--- config.mk ---
export PLATFORM = sky130hd
export DESIGN_NAME = porst_top
export DESIGN_NICKNAME = d
export VERILOG_FILES = /design/src/verilog/porst_pkg.sv /design/src/verilog/porst_top.sv
export VERILOG_INCLUDE_DIRS = /design/src /design/src/verilog
export SDC_FILE = /design/constraint.sdc
export NUM_CORES = 1
export LEC_CHECK = 0
export ABC_AREA = 1
export BUFFER_PORTS_ARGS = -buffer_cell sky130_fd_sc_hd__buf_4
export CORE_ASPECT_RATIO = 0.75
export CORE_MARGIN = 2
export CORE_UTILIZATION = 50
export DETAILED_ROUTE_END_ITERATION = 7
export GPL_TIMING_DRIVEN = 0
export PLACE_DENSITY_LB_ADDON = 0.15
export SLEW_MARGIN = 25
export SYNTH_ARGS = -nofsm -noshare
export SYNTH_HDL_FRONTEND = slang
export SYNTH_SLANG_ARGS = --single-unit
--- constraint.sdc ---
create_clock -name pclk -period 1.8 [get_ports pclk]
set_clock_uncertainty 0.15 [all_clocks]
set_input_delay 0.27 -clock pclk [delete_from_list [all_inputs] [get_ports pclk]]
set_output_delay 0.27 -clock pclk [all_outputs]
set_load 0.01 [all_outputs]
--- src/verilog/porst_cfg.svh ---
/*
 * Constants of the power-on reset state block: register offsets, reset values,
 * field positions and timing counts.
 * Assumes inclusion by bare name from the design module and the test bench.
 */
`ifndef PORST_CFG_SVH
`define PORST_CFG_SVH

// register byte offsets on the APB slave
`define PORST_CPU_CTRL_OFF 12'h000
`define PORST_USB_CTRL_OFF 12'h004
`define PORST_FUNC_ADDR_OFF 12'h008
`define PORST_BINVAL_OFF 12'h00C
`define PORST_BOUTVAL_OFF 12'h010
`define PORST_ISOINVAL_OFF 12'h014
`define PORST_ISOOUTVAL_OFF 12'h018
`define PORST_PAIR_OFF 12'h01C
`define PORST_BAV_OFF 12'h020
`define PORST_PORTCFG_OFF 12'h024
`define PORST_PORTOE_OFF 12'h028
`define PORST_IEN_OFF 12'h02C
`define PORST_IRQ_OFF 12'h030
`define PORST_TOGGLE_OFF 12'h034
`define PORST_CONFIG_OFF 12'h038
`define PORST_STATUS_OFF 12'h03C
`define PORST_EPCS_BASE 12'h040
`define PORST_EPCS_LAST 12'h07C

// reset values
`define PORST_CPU_CTRL_RST 4'h3
`define PORST_USB_CTRL_RST 8'h04
`define PORST_ZERO8 8'h00
`define PORST_BINVAL_RST 8'h57
`define PORST_BOUTVAL_RST 8'h55
`define PORST_ISOVAL_RST 8'h07
`define PORST_OUT_ARM 8'h02

// field positions
`define PORST_CPU_CTRL_HOLD 0
`define PORST_CPU_CTRL_CLKOE 1
`define PORST_USB_CTRL_RENUMERATE 1
`define PORST_BAV_BREAK 3
`define PORST_PAIR_ISO0 7

// pll lock wait, in ns, then in pclk cycles (rounded up)
`define PORST_PLL_LOCK_NS 20000
`define PORST_CLK_PERIOD_NS 10
`define PORST_PLL_LOCK_CYC ((`PORST_PLL_LOCK_NS + `PORST_CLK_PERIOD_NS - 1) / `PORST_CLK_PERIOD_NS)

`endif

--- src/verilog/porst_pkg.sv ---
/*
 * Types of the power-on reset state block.
 * Assumes porst_cfg.svh holds the numeric constants.
 */
package porst_pkg;
    typedef enum logic [1:0] {
        ST_POWER_UP,
        ST_HOLD_CPU,
        ST_RUN
    } porst_state_e;
endpackage

--- src/verilog/porst_top.sv ---
/*
 * Power-on reset state logic: holds the core until the pll is stable, drives
 * the clock output, gated by its enable and by suspend, loads reset values of the usb register set,
 * naks bulk tokens while the processor is held and arms bulk OUT endpoints
 * on its release. Registers are reached over APB.
 * Assumes pclk comes from the pll and runs whenever power is present; the
 * reset pin and power-good arrive asynchronously.
 */
// Implementation choices: the register addresses and register access over APB.
// Functional notes
// - core held in reset until pll stable
// - clock out on from power, processor can stop
// - high reset pin forces full chip reset
// - clock runs in reset, stops if suspended
// - bus activity or wake pin restarts clock
// - pin and power reset give same state
// - processor control reads rev, clkoe, hold set
// - port configs and output enables cleared
// - usb interrupt enables and requests cleared
// - bulk endpoint control/status registers cleared
// - nak bulk tokens while processor held
// - arm bulk OUT endpoints on processor release
// - all data toggles cleared
// - usb control reads renumerate 0, disconnect 1
// - function address cleared
// - endpoint valid registers match default device
// - pairing off and iso zero send clear
// - breakpoint and autovector control cleared
// - configuration and alternate setting zero
// - buffers, counts, port data left uninitialised
`timescale 1ns/1ps
`include "porst_cfg.svh"

module porst_top #(
    parameter int PLL_LOCK_CYC = `PORST_PLL_LOCK_CYC,
    parameter logic [3:0] SILICON_REV = 4'h1 // arbitrary value
) (
    input wire logic pclk,
    input wire logic presetn,
    input wire logic reset_pin,
    input wire logic wake_pin_n,
    input wire logic usb_activity,
    input wire logic usb_suspend,
    input wire logic bulk_token,
    input wire logic [11:0] paddr,
    input wire logic psel,
    input wire logic penable,
    input wire logic pwrite,
    input wire logic [31:0] pwdata,
    output logic [31:0] prdata,
    output logic pready,
    output logic pslverr,
    output logic clock_out_24,
    output logic core_reset,
    output logic processor_reset,
    output logic bulk_nak
);
    // reset pin, wake pin and usb activity synchronisers (three stages)
    logic [2:0] rst_sync_ff;
    logic [2:0] wake_sync_ff;
    logic [2:0] act_sync_ff;
    logic pin_reset_ff;
    logic wake_lvl_ff;
    logic act_lvl_ff;
    logic [$clog2(PLL_LOCK_CYC + 1) - 1:0] lock_cnt_ff;
    porst_pkg::porst_state_e state_ff;
    logic chip_rst;
    logic wr_en;
    logic rd_en;

    // registers
    logic [1:0] cpu_ctrl_ff;
    logic [7:0] usb_ctrl_ff;
    logic [6:0] func_addr_ff;
    logic [7:0] binval_ff;
    logic [7:0] boutval_ff;
    logic [7:0] isoinval_ff;
    logic [7:0] isooutval_ff;
    logic [7:0] pair_ff;
    logic [7:0] bav_ff;
    logic [7:0] portcfg_ff;
    logic [7:0] portoe_ff;
    logic [7:0] ien_ff;
    logic [7:0] irq_ff;
    logic [15:0] toggle_ff;
    logic [7:0] config_ff;
    logic [7:0] epcs_ff [0:15];
    logic clk_run_ff;
    logic div_ff;
    logic hold_prev_ff;

    always_ff @(posedge pclk or negedge presetn) begin
        if (!presetn) begin
            rst_sync_ff <= 3'h7;
            wake_sync_ff <= 3'h7;
            act_sync_ff <= 3'h0;
        end else begin
            rst_sync_ff <= {rst_sync_ff[1:0], reset_pin};
            wake_sync_ff <= {wake_sync_ff[1:0], wake_pin_n};
            act_sync_ff <= {act_sync_ff[1:0], usb_activity};
        end
    end

    // pin level counts once stages two and three agree
    always_ff @(posedge pclk or negedge presetn) begin
        if (!presetn) begin
            pin_reset_ff <= 1'b1;
        end else if (rst_sync_ff[1] == rst_sync_ff[2]) begin
            pin_reset_ff <= rst_sync_ff[2];
        end
    end

    // wake and activity levels count once stages two and three agree
    always_ff @(posedge pclk or negedge presetn) begin
        if (!presetn) begin
            wake_lvl_ff <= 1'b1;
            act_lvl_ff <= 1'b0;
        end else begin
            if (wake_sync_ff[1] == wake_sync_ff[2]) begin
                wake_lvl_ff <= wake_sync_ff[2];
            end
            if (act_sync_ff[1] == act_sync_ff[2]) begin
                act_lvl_ff <= act_sync_ff[2];
            end
        end
    end

    // pll lock wait after power-up; the pin does not restart it since the pll runs on
    always_ff @(posedge pclk or negedge presetn) begin
        if (!presetn) begin
            state_ff <= porst_pkg::ST_POWER_UP;
            lock_cnt_ff <= '0;
        end else begin
            unique case (state_ff)
                porst_pkg::ST_POWER_UP: begin
                    if (lock_cnt_ff == ($bits(lock_cnt_ff))'(PLL_LOCK_CYC - 1)) begin
                        state_ff <= porst_pkg::ST_HOLD_CPU;
                    end else begin
                        lock_cnt_ff <= lock_cnt_ff + 1'b1;
                    end
                end
                porst_pkg::ST_HOLD_CPU: begin
                    if (!pin_reset_ff) begin
                        state_ff <= porst_pkg::ST_RUN;
                    end
                end
                porst_pkg::ST_RUN: begin
                    if (pin_reset_ff) begin
                        state_ff <= porst_pkg::ST_HOLD_CPU;
                    end
                end
            endcase
        end
    end

    // one reset term for power and pin so both load identical values
    assign chip_rst = (state_ff != porst_pkg::ST_RUN);

    assign wr_en = psel && penable && pwrite;
    assign rd_en = psel && penable && !pwrite;

    always_ff @(posedge pclk or negedge presetn) begin
        if (!presetn) begin
            core_reset <= 1'b1;
        end else begin
            core_reset <= chip_rst;
        end
    end

    // processor control: clock enable and hold
    always_ff @(posedge pclk or negedge presetn) begin
        if (!presetn) begin
            cpu_ctrl_ff <= 2'(`PORST_CPU_CTRL_RST);
        end else if (chip_rst) begin
            cpu_ctrl_ff <= 2'(`PORST_CPU_CTRL_RST);
        end else if (wr_en && paddr == `PORST_CPU_CTRL_OFF) begin
            cpu_ctrl_ff <= pwdata[1:0];
        end
    end

    always_ff @(posedge pclk or negedge presetn) begin
        if (!presetn) begin
            hold_prev_ff <= 1'b1;
            processor_reset <= 1'b1;
            bulk_nak <= 1'b0;
        end else begin
            hold_prev_ff <= cpu_ctrl_ff[`PORST_CPU_CTRL_HOLD];
            processor_reset <= cpu_ctrl_ff[`PORST_CPU_CTRL_HOLD];
            bulk_nak <= cpu_ctrl_ff[`PORST_CPU_CTRL_HOLD] && bulk_token;
        end
    end

    // clock output: runs in reset, stops in suspend, restarts on activity or wake
    always_ff @(posedge pclk or negedge presetn) begin
        if (!presetn) begin
            clk_run_ff <= 1'b1;
        end else if (chip_rst) begin
            clk_run_ff <= 1'b1;
        end else if (act_lvl_ff || !wake_lvl_ff) begin
            clk_run_ff <= 1'b1;
        end else if (usb_suspend) begin
            clk_run_ff <= 1'b0;
        end
    end

    // divide by two stands in for the 24 MHz output rate
    always_ff @(posedge pclk or negedge presetn) begin
        if (!presetn) begin
            div_ff <= 1'b0;
            clock_out_24 <= 1'b0;
        end else begin
            div_ff <= ~div_ff;
            clock_out_24 <= div_ff && clk_run_ff && cpu_ctrl_ff[`PORST_CPU_CTRL_CLKOE];
        end
    end

    // usb register set, reloaded on every chip reset
    always_ff @(posedge pclk or negedge presetn) begin
        if (!presetn) begin
            usb_ctrl_ff <= `PORST_USB_CTRL_RST;
            func_addr_ff <= '0;
            binval_ff <= `PORST_BINVAL_RST;
            boutval_ff <= `PORST_BOUTVAL_RST;
            isoinval_ff <= `PORST_ISOVAL_RST;
            isooutval_ff <= `PORST_ISOVAL_RST;
            pair_ff <= `PORST_ZERO8;
            portcfg_ff <= `PORST_ZERO8;
            portoe_ff <= `PORST_ZERO8;
            ien_ff <= `PORST_ZERO8;
            toggle_ff <= '0;
            config_ff <= `PORST_ZERO8;
        end else if (chip_rst) begin
            usb_ctrl_ff <= `PORST_USB_CTRL_RST;
            func_addr_ff <= '0;
            binval_ff <= `PORST_BINVAL_RST;
            boutval_ff <= `PORST_BOUTVAL_RST;
            isoinval_ff <= `PORST_ISOVAL_RST;
            isooutval_ff <= `PORST_ISOVAL_RST;
            pair_ff <= `PORST_ZERO8;
            portcfg_ff <= `PORST_ZERO8;
            portoe_ff <= `PORST_ZERO8;
            ien_ff <= `PORST_ZERO8;
            toggle_ff <= '0;
            config_ff <= `PORST_ZERO8;
        end else if (wr_en) begin
            unique case (paddr)
                `PORST_USB_CTRL_OFF: usb_ctrl_ff <= pwdata[7:0];
                `PORST_FUNC_ADDR_OFF: func_addr_ff <= pwdata[6:0];
                `PORST_BINVAL_OFF: binval_ff <= pwdata[7:0];
                `PORST_BOUTVAL_OFF: boutval_ff <= pwdata[7:0];
                `PORST_ISOINVAL_OFF: isoinval_ff <= pwdata[7:0];
                `PORST_ISOOUTVAL_OFF: isooutval_ff <= pwdata[7:0];
                `PORST_PAIR_OFF: pair_ff <= pwdata[7:0];
                `PORST_PORTCFG_OFF: portcfg_ff <= pwdata[7:0];
                `PORST_PORTOE_OFF: portoe_ff <= pwdata[7:0];
                `PORST_IEN_OFF: ien_ff <= pwdata[7:0];
                `PORST_TOGGLE_OFF: toggle_ff <= pwdata[15:0];
                `PORST_CONFIG_OFF: config_ff <= pwdata[7:0];
                default: ;
            endcase
        end
    end

    // interrupt requests: write one to clear; no hardware sources live in this block
    always_ff @(posedge pclk or negedge presetn) begin
        if (!presetn) begin
            irq_ff <= `PORST_ZERO8;
        end else if (chip_rst) begin
            irq_ff <= `PORST_ZERO8;
        end else if (wr_en && paddr == `PORST_IRQ_OFF) begin
            irq_ff <= irq_ff & ~pwdata[7:0];
        end
    end

    // breakpoint/autovector; break also cleared while processor is held
    always_ff @(posedge pclk or negedge presetn) begin
        if (!presetn) begin
            bav_ff <= `PORST_ZERO8;
        end else if (chip_rst) begin
            bav_ff <= `PORST_ZERO8;
        end else if (wr_en && paddr == `PORST_BAV_OFF) begin
            bav_ff <= pwdata[7:0];
        end else if (cpu_ctrl_ff[`PORST_CPU_CTRL_HOLD]) begin
            bav_ff[`PORST_BAV_BREAK] <= 1'b0;
        end
    end

    // endpoint cs: entries 0..7 bulk IN, 8..15 bulk OUT
    genvar gi;
    generate
        for (gi = 0; gi < 16; gi++) begin : g_epcs
            always_ff @(posedge pclk or negedge presetn) begin
                if (!presetn) begin
                    epcs_ff[gi] <= `PORST_ZERO8;
                end else if (chip_rst) begin
                    epcs_ff[gi] <= `PORST_ZERO8;
                end else if (gi >= 8 && hold_prev_ff && !cpu_ctrl_ff[`PORST_CPU_CTRL_HOLD]) begin
                    epcs_ff[gi] <= `PORST_OUT_ARM;
                end else if (wr_en && paddr == `PORST_EPCS_BASE + 12'(gi * 4)) begin
                    epcs_ff[gi] <= pwdata[7:0];
                end
            end
        end
    endgenerate

    // APB: zero wait, reads registered; unmapped addresses give pslverr
    logic [7:0] rd_val;
    logic hit;
    always_comb begin
        rd_val = `PORST_ZERO8;
        hit = 1'b1;
        if (paddr >= `PORST_EPCS_BASE && paddr <= `PORST_EPCS_LAST && paddr[1:0] == 2'h0) begin
            rd_val = epcs_ff[paddr[5:2]];
        end else begin
            unique case (paddr)
                `PORST_CPU_CTRL_OFF: rd_val = {SILICON_REV, 2'h0, cpu_ctrl_ff};
                `PORST_USB_CTRL_OFF: rd_val = usb_ctrl_ff;
                `PORST_FUNC_ADDR_OFF: rd_val = {1'b0, func_addr_ff};
                `PORST_BINVAL_OFF: rd_val = binval_ff;
                `PORST_BOUTVAL_OFF: rd_val = boutval_ff;
                `PORST_ISOINVAL_OFF: rd_val = isoinval_ff;
                `PORST_ISOOUTVAL_OFF: rd_val = isooutval_ff;
                `PORST_PAIR_OFF: rd_val = pair_ff;
                `PORST_BAV_OFF: rd_val = bav_ff;
                `PORST_PORTCFG_OFF: rd_val = portcfg_ff;
                `PORST_PORTOE_OFF: rd_val = portoe_ff;
                `PORST_IEN_OFF: rd_val = ien_ff;
                `PORST_IRQ_OFF: rd_val = irq_ff;
                `PORST_TOGGLE_OFF: rd_val = toggle_ff[7:0];
                `PORST_CONFIG_OFF: rd_val = config_ff;
                `PORST_STATUS_OFF: rd_val = {6'h00, state_ff};
                default: hit = 1'b0;
            endcase
        end
    end

    always_ff @(posedge pclk or negedge presetn) begin
        if (!presetn) begin
            prdata <= 32'h0000_0000;
            pready <= 1'b0;
            pslverr <= 1'b0;
        end else begin
            pready <= psel && !penable;
            pslverr <= psel && !penable && !hit;
            prdata <= (psel && !penable && !pwrite) ? {24'h000000, rd_val} : 32'h0000_0000;
        end
    end

    // buffers, byte counts and port data are held outside this block

    AST_CLKOUT_STOP: assert property (@(posedge pclk) disable iff (!presetn)
        !cpu_ctrl_ff[`PORST_CPU_CTRL_CLKOE] |=> !clock_out_24)
        else $error("clock out running with enable clear");
    AST_RESET_CPU_CTRL: assert property (@(posedge pclk) disable iff (!presetn)
        chip_rst |=> cpu_ctrl_ff == 2'h3 && usb_ctrl_ff == 8'h04)
        else $error("reset values not loaded");
    AST_RESET_ZERO: assert property (@(posedge pclk) disable iff (!presetn)
        chip_rst |=> func_addr_ff == 7'h00 && ien_ff == 8'h00 && irq_ff == 8'h00 && portoe_ff == 8'h00)
        else $error("cleared registers not zero after reset");
    AST_CORE_HELD: assert property (@(posedge pclk) disable iff (!presetn)
        state_ff == porst_pkg::ST_POWER_UP |=> core_reset)
        else $error("core released before pll lock wait");
    AST_NAK_HELD: assert property (@(posedge pclk) disable iff (!presetn)
        cpu_ctrl_ff[`PORST_CPU_CTRL_HOLD] && bulk_token |=> bulk_nak)
        else $error("bulk token not naked while processor held");
    AST_NO_NAK_RUN: assert property (@(posedge pclk) disable iff (!presetn)
        !cpu_ctrl_ff[`PORST_CPU_CTRL_HOLD] |=> !bulk_nak)
        else $error("nak given while processor runs");
    AST_ARM_OUT: assert property (@(posedge pclk) disable iff (!presetn)
        !chip_rst && $fell(cpu_ctrl_ff[`PORST_CPU_CTRL_HOLD]) |=> epcs_ff[8] == 8'h02)
        else $error("out endpoint not armed on release");
    AST_SUSPEND_STOP: assert property (@(posedge pclk) disable iff (!presetn)
        !chip_rst && usb_suspend && !act_lvl_ff && wake_lvl_ff |=> !clk_run_ff)
        else $error("clock out kept running in suspend");
    AST_PIN_RESET: assert property (@(posedge pclk) disable iff (!presetn)
        pin_reset_ff |=> chip_rst)
        else $error("reset pin did not reset chip");
    AST_CLK_IN_RESET: assert property (@(posedge pclk) disable iff (!presetn)
        chip_rst |=> clk_run_ff)
        else $error("clock stopped during reset");
endmodule

==> impl_metrics.yaml, run 1 <==
cts:
  path_clk_slew_ns: 0.07
  cts_root_buffer: "clkbuf_16"
  h-tree-depth: 1
  cts_made_buffers: 29
  cts_tree: "yes"
  cts.sinks: 282
  cts_buffer_depth: 3
  clkLatencyLatePin_ns: 0.58
logic_synthesis:
  synth_edf_count: 0
  ys_async_sr_fraction_pct: 100
  ys.flop_type: "dfrtp_1"
  ys_warn_count: 0
  synth_area_leaders: "dfrtp_1 48%, nand2_1 13%, o21ai_0 7.3%"
  seq_area_frac_synth_pct: 53.9
  ys_types: 32
  syn_area_um2: 13200
  ys_seq_elements: 282
  yosys-top-cells-count: "472 x nand2_1, 253 x dfrtp_1, 235 x nor2_1, 192 x o21ai_0, 118 x nand3_1"
  synth_most_common_cell: "nand2_1"
  synth_top_cell_by_area: "dfrtp_1"
  synth.avg_cell_area_um2: 7.90
  synth_top_area_share_pct: 48.1
  syn_inst: 1668
drt:
  drt-pass1-iter-count: 6
  vias: 12200
  finalWirelength_um: 43700
  drt_iter0_markers: 1558
  drc: 0
  vias_per_cell: 5.56
  wire_per_inst_um: 19.9
  antenna_left: 0
setup_path:
  reg2reg_from: "state_ff[1]"
  crit_end: "epcs_ff[17]"
  crit_required_ns: 2.14
  r2r_slack_ns: -0.05
  crit_cells: 9
  r2r-end: "epcs_ff[17]"
  path_cells: "inv_2 > nor2_4 > buf_4 > nand2_2 > buf_8 > a21oi_4 > buf_6 > nor2_1 > a21oi_1"
  path_buf_inv: 4
  critPathMaxStageDelay_ns: 0.36
  end_kind: "flop"
  reg2reg_depth: 9
  startpoint: "state_ff[1]"
  crit_type: "reg -> reg"
  cp.arrival_ns: 2.18
  cp_slowest_cell: "dfrtp_1"
  cp_max_fo: 10
  critPathLaunchType: "flop"
  critical-path-top-delay-family: "buffers and inverters"
placed_design:
  hpwl_um: 30400
  pre_cts_slack_ns: -0.924
  place_area_um2: 14100
  portBuffers: 42
  gp_congestion: 0.982
worst_hold_path:
  min_path_type: "in -> async"
grt:
  grt_usage_pct: 32.1
  antenna_found_initial: 1
  grt_pass1_vias: 11200
  grt_pass1_wl_um: 66000
  grt_max_degree: 94
  overflow: 0
power_and_ir_drop:
  powerDensity_nw_per_um2: 818
  p_leak_nw: 8.06
  vdd_drop_max_mv: 0.825
final_layout:
  fillCellCount: 2309
  design_area_um2: 16200
  area_growth_pct: 23.4
  drive_above_1_share_pct: 19.9
  layout.nets: 1877
sta:
  fin_ws_ns: -0.0455
  finalHoldViolations: 0
  max_freq_mhz: 542
  tns_ns: -0.406
  fin_crit_ns: 1.85
  whs_ns: 0.00574
  maxSlewViolCount: 0
  finalSetupViolations: 18
  maxSlewHeadroom_pct: 55.7
  period_share_pct: 103
  rsz0062_at_grt: "true"
  worst_slew_pin_slew_ns: 0.665
die:
  core_um2: 25900
  die_w_um: 191
  die_area_um2: 27700
  num_rows: 51
  num_io_pins: 92
  die_h_um: 145
  start_util_pct: 50.8
job:
  max-cap-violations: 0
outcome:
  outcome: "complete, but fails checks"
  violations: "setup timing"
## sequential cells by signal (all words and copies together) (netlist names), 2 cells and up
register	cells
act_sync_ff	3
bav_ff	8
binval_ff	8
boutval_ff	8
config_ff	8
cpu_ctrl_ff	2
epcs_ff	128
func_addr_ff	7
ien_ff	8
irq_ff	8
isoinval_ff	8
isooutval_ff	8
lock_cnt_ff	11
pair_ff	8
portcfg_ff	8
portoe_ff	8
prdata	8
rst_sync_ff	3
state_ff	2
toggle_ff	8
usb_ctrl_ff	8
wake_sync_ff	3
## layout by cell type (no fill, tap or decap), types with 24 or more instances in the layout
cell type,n
buf_6,25
o21ai_0,166
o21ai_1,101
clkbuf_16,29
dfrtp_1,252
inv_1,67
nand3_1,116
nand2_1,462
nor2_1,220
dfstp_2,29
inv_2,29
conb_1,24
buf_4,118
## cell families (layout without fill, tap and decap cells)
kind of cell	count (synthesis)	count (layout)	synth area share (%)
simple gates	852	852	26.1
fa+ha+maj	4	4	0.323
buf+inv	205	359	6.92
flops	282	282	53.9
xor+xnor	9	9	0.599
compound gates	315	315	12.2
other cells	1	25	0.0285
## power breakdown
group	leakage [nW]	internal [mW]	switching, mW
combinational	3.77	0.232	0.528
clock	0.480	3.54	2.61
sequential	3.81	6.37	0.00862
total	8.06	10.1	3.15
## per-stage QoR
stage | utilization (%) | total power, mW | cells
after CTS | 61.1 | 13.3 | 2168
after detailed placement | 54.4 | 7.17 | 2080
after global routing | 62.7 | 13.7 | 2190
final | 62.7 | 13.3 | 2190
after floorplan | - | 6.81 | 1691
after global placement | 54.1 | 7.15 | 2077
## layer usage
metal	track usage, %	share of wire, %	up-vias
li1	-	-	5621
met1	48.9	45	5819
met2	43.8	40	645
met3	9.90	12	84
met4	8.38	2.6	0
met5	0	0	-
## cell type report
| class | instances | area, µm² | share of cell area (%) |
|---|---|---|---|
| Sequential cell | 282 | 7090 | 43.7 |
| Multi-Input combinational cell | 1204 | 5640 | 34.7 |
| Timing Repair Buffer | 104 | 936 | 5.76 |
| Clock buffer | 39 | 833 | 5.13 |
| Buffer | 101 | 791 | 4.87 |
| Tap cell | 344 | 430 | 2.65 |
| Inverter | 100 | 383 | 2.36 |
| Clock inverter | 15 | 140 | 0.863 |
| Antenna cell | 1 | 2.50 | 0.0154 |
## repair_timing
item,in CTS,in global routing
hold endpoints to repair,128,0
pin swaps,5,3
buffers inserted,21,16
hold buffers,17,0
cloned,0,5
setup endpoints to repair,251,212
resized for setup,143,163
## how the worst min path moves through the flow
| stage | startpoint | endpoint | slack, ns | cells past startpoint |
|---|---|---|---|---|
| CTS | presetn | epcs_ff[107] | 0.005 | 2 |
| global placement | act_sync_ff[0] | act_sync_ff[1] | 0.19 | 0 |
| detailed placement | presetn | epcs_ff[107] | 0.02 | 1 |
| floorplan | presetn | act_lvl_ff | -0.18 | 0 |
| global route | presetn | epcs_ff[95] | 0.03 | 2 |
| finish | presetn | epcs_ff[81] | 0.006 | 2 |
Power figures use the tool's default switching activity.
==> run 2, diff against run 1 <==
--- a/config.mk
+++ b/config.mk
@@ -8,12 +8,13 @@
 export LEC_CHECK = 0
 export ABC_AREA = 1
 export BUFFER_PORTS_ARGS = -buffer_cell sky130_fd_sc_hd__buf_4
+export CAP_MARGIN = 20
 export CORE_ASPECT_RATIO = 0.75
 export CORE_MARGIN = 2
 export CORE_UTILIZATION = 50
 export DETAILED_ROUTE_END_ITERATION = 7
 export GPL_TIMING_DRIVEN = 0
-export PLACE_DENSITY_LB_ADDON = 0.15
+export PLACE_DENSITY = 0.68
 export SLEW_MARGIN = 25
 export SYNTH_ARGS = -nofsm -noshare
 export SYNTH_HDL_FRONTEND = slang
==> constraint.sdc (replaced) <==
create_clock -name pclk -period 1.8 [get_ports pclk]
set_clock_uncertainty 0.15 [all_clocks]
set_input_delay 0.36 -clock pclk [delete_from_list [all_inputs] [get_ports pclk]]
set_output_delay 0.36 -clock pclk [all_outputs]
set_load 0.01 [all_outputs]
==> run 2 against run 1 <==
  * The run still ends with setup timing left
  * Power increased by 0.66%
  * Die area unchanged
  * Critical path depth down 1
  * Sequential share of layout area fell by 0.75 points
  * Final area up 1.7%
  * Non-clock buffer count rose by 5
  * Wire length fell by 0.16%
  * Global-route usage hardly changed
  * Count of clock-buffer cells in the layout grew 9
  * Critical endpoint is now func_addr_ff[6]
  * Largest cell class unchanged
==> impl_metrics.yaml, run 2 (synthesized netlist as in run 1, its figures left out) <==
worst_hold_path:
  min_path_type: "in -> reg"
  hold_start: "pwdata[6]"
  hold_depth: 4
  min_to: "irq_ff[6]"
final_layout:
  fillCellCount: 2259
  top_register: "epcs_ff"
  final_common_cell: "nand2_1"
  area_growth_pct: 25.5
  final_cell_mix: "445 x nand2_1, 252 x dfrtp_1, 220 x nor2_1"
  antennaDiodeCount: 0
  drive_above_1_share_pct: 22.0
  utilization_pct: 63.8
  largest_reg_flops: 128
  stdcell_count: 2196
  layout.nets: 1884
  top_regs: "epcs_ff (128), lock_cnt_ff (11)"
sta:
  rsz0062_at_grt: "true"
  fin_crit_ns: 1.90
  maxSlewViolCount: 0
  maxSlewHeadroom_pct: 61.5
  finalHoldViolations: 0
  fin_ws_ns: -0.0971
  period_share_pct: 105
  finalSetupViolations: 61
  max_freq_mhz: 527
  worst_slew_pin_slew_ns: 0.577
cts:
  cts_made_buffers: 29
  clkLatencyLatePin_ns: 0.58
  cts_root_buffer: "clkbuf_16"
  cts_tree: "yes"
  path_clk_slew_ns: 0.06
  cts.sinks: 282
  cts_buffer_depth: 3
  h-tree-depth: 1
placed_design:
  portBuffers: 42
  hpwl_um: 30100
  dpl.cell_count: 2080
  gp_congestion: 0.974
die:
  start_util_pct: 50.8
  num_rows: 51
  die_area_um2: 27700
  die_w_um: 191
  die_h_um: 145
  num_io_pins: 92
  core_um2: 25900
setup_path:
  path_buf_inv: 5
  reg2reg_from: "state_ff[1]"
  r2r_slack_ns: -0.1
  reg2reg_depth: 8
  critical-path-top-delay-family: "buffers and inverters"
  cp_slowest_cell: "dfrtp_1"
  path_cells: "inv_2 > nor2_4 > inv_4 > buf_12 > buf_12 > a21oi_4 > buf_6 > o21ai_0"
  critPathLaunchType: "flop"
  cp.arrival_ns: 2.17
  end_kind: "flop"
  crit_cells: 8
  critPathMaxStageDelay_ns: 0.36
  critPathMostFrequentCell: "buf_12"
  crit_required_ns: 2.08
  r2r-end: "func_addr_ff[6]"
  cp_max_fo: 10
  crit_type: "reg -> reg"
grt:
  overflow: 0
  grt_pass1_wl_um: 66200
  grt_pass1_vias: 11300
  grt_usage_pct: 32.1
  antenna_found_initial: 0
  grt_max_degree: 92
job:
  max-cap-violations: 0
drt:
  vias: 12400
  drt-pass1-iter-count: 6
  finalWirelength_um: 43600
  antenna_left: 0
  drt_iter0_markers: 1497
  drc: 0
  wire_per_inst_um: 19.9
  vias_per_cell: 5.63
power_and_ir_drop:
  p_leak_nw: 8.21
  vdd_drop_max_mv: 0.694
  powerDensity_nw_per_um2: 809
  total_power_mw: 13.4
outcome:
  outcome: "complete, but fails checks"
  violations: "setup timing"
## run 2: cell count changes in the layout (fill, tap and decap cells not counted), moves of 6 or more
| cell | previous run | this run |
|---|---|---|
| nand2_1 | 462 | 445 |
| o21ai_2 | 3 | 17 |
| nand2_2 | 12 | 23 |
| o21ai_1 | 101 | 90 |
| clkbuf_1 | 6 | 12 |
| clkbuf_2 | 16 | 10 |
## run 2: timing repair
item                       CTS  global route
pin swaps                    7             4
hold buffers                13             0
gates cloned                 2             5
buffers inserted            26            21
hold endpoints to repair    72             0
setup endpoints to repair  252           234
resized for setup          181           161
## run 2: tightest hold or removal path: stages
cell and delay [ns]:
buf_4 0.13, nor2_1 0.09, inv_1 0.05, a21boi_0 0.07
## run 2: area by class of cell
| cell class | count | area [µm²] | area share, % |
|---|---|---|---|
| buffer | 100 | 846 | 5.12 |
| clock buffer | 48 | 897 | 5.43 |
| clock inverter | 6 | 83.8 | 0.507 |
| inverter | 100 | 387 | 2.34 |
| multi-input combinational | 1205 | 5790 | 35.0 |
| sequential | 282 | 7090 | 42.9 |
| tap | 344 | 430 | 2.60 |
| timing repair buffer | 110 | 991 | 6.00 |
| timing repair inverter | 1 | 7.51 | 0.0454 |
## run 2: worst max-delay path by stage
stage                            from               to  slack [ns]
after floorplan              paddr[8]     epcs_ff[107]       -0.07
final                     state_ff[1]  func_addr_ff[6]        -0.1
after detailed placement     paddr[2]        prdata[3]       -0.91
after global routing      state_ff[1]      epcs_ff[49]       -0.16
after global placement        presetn   isoinval_ff[3]       -2.25
after CTS                 state_ff[1]  func_addr_ff[6]       -0.03
## run 2: through the flow
step,hold WS [ns],TNS (ns),instance area (µm²),setup slack (ns)
global route,0.0791,-7.40,16500,-0.162
global placement,0.184,-738.48,14000,-2.25
finish,0.0491,-2.23,16500,-0.0971
floorplan,-0.0856,-2.62,13300,-0.0738
CTS,0.0270,-0.324,16000,-0.0316
detailed placement,0.169,-146.67,14100,-0.909
## run 2: per-layer routing
metal / wire [µm] / GRT usage, % / part of all wire, %
met5: 0 / 0 / 0
met4: 1110 / 8.14 / 2.5
met3: 5200 / 8.35 / 12
met2: 17800 / 44.6 / 41
met1: 19500 / 49.3 / 45
## run 2: report_power, final
part	internal [mW]	switching [mW]	leakage (nW)
Sequential	6.37	0.00843	3.81
Combinational	0.237	0.529	3.92
Clock	3.67	2.57	0.484
Total	10.3	3.11	8.21
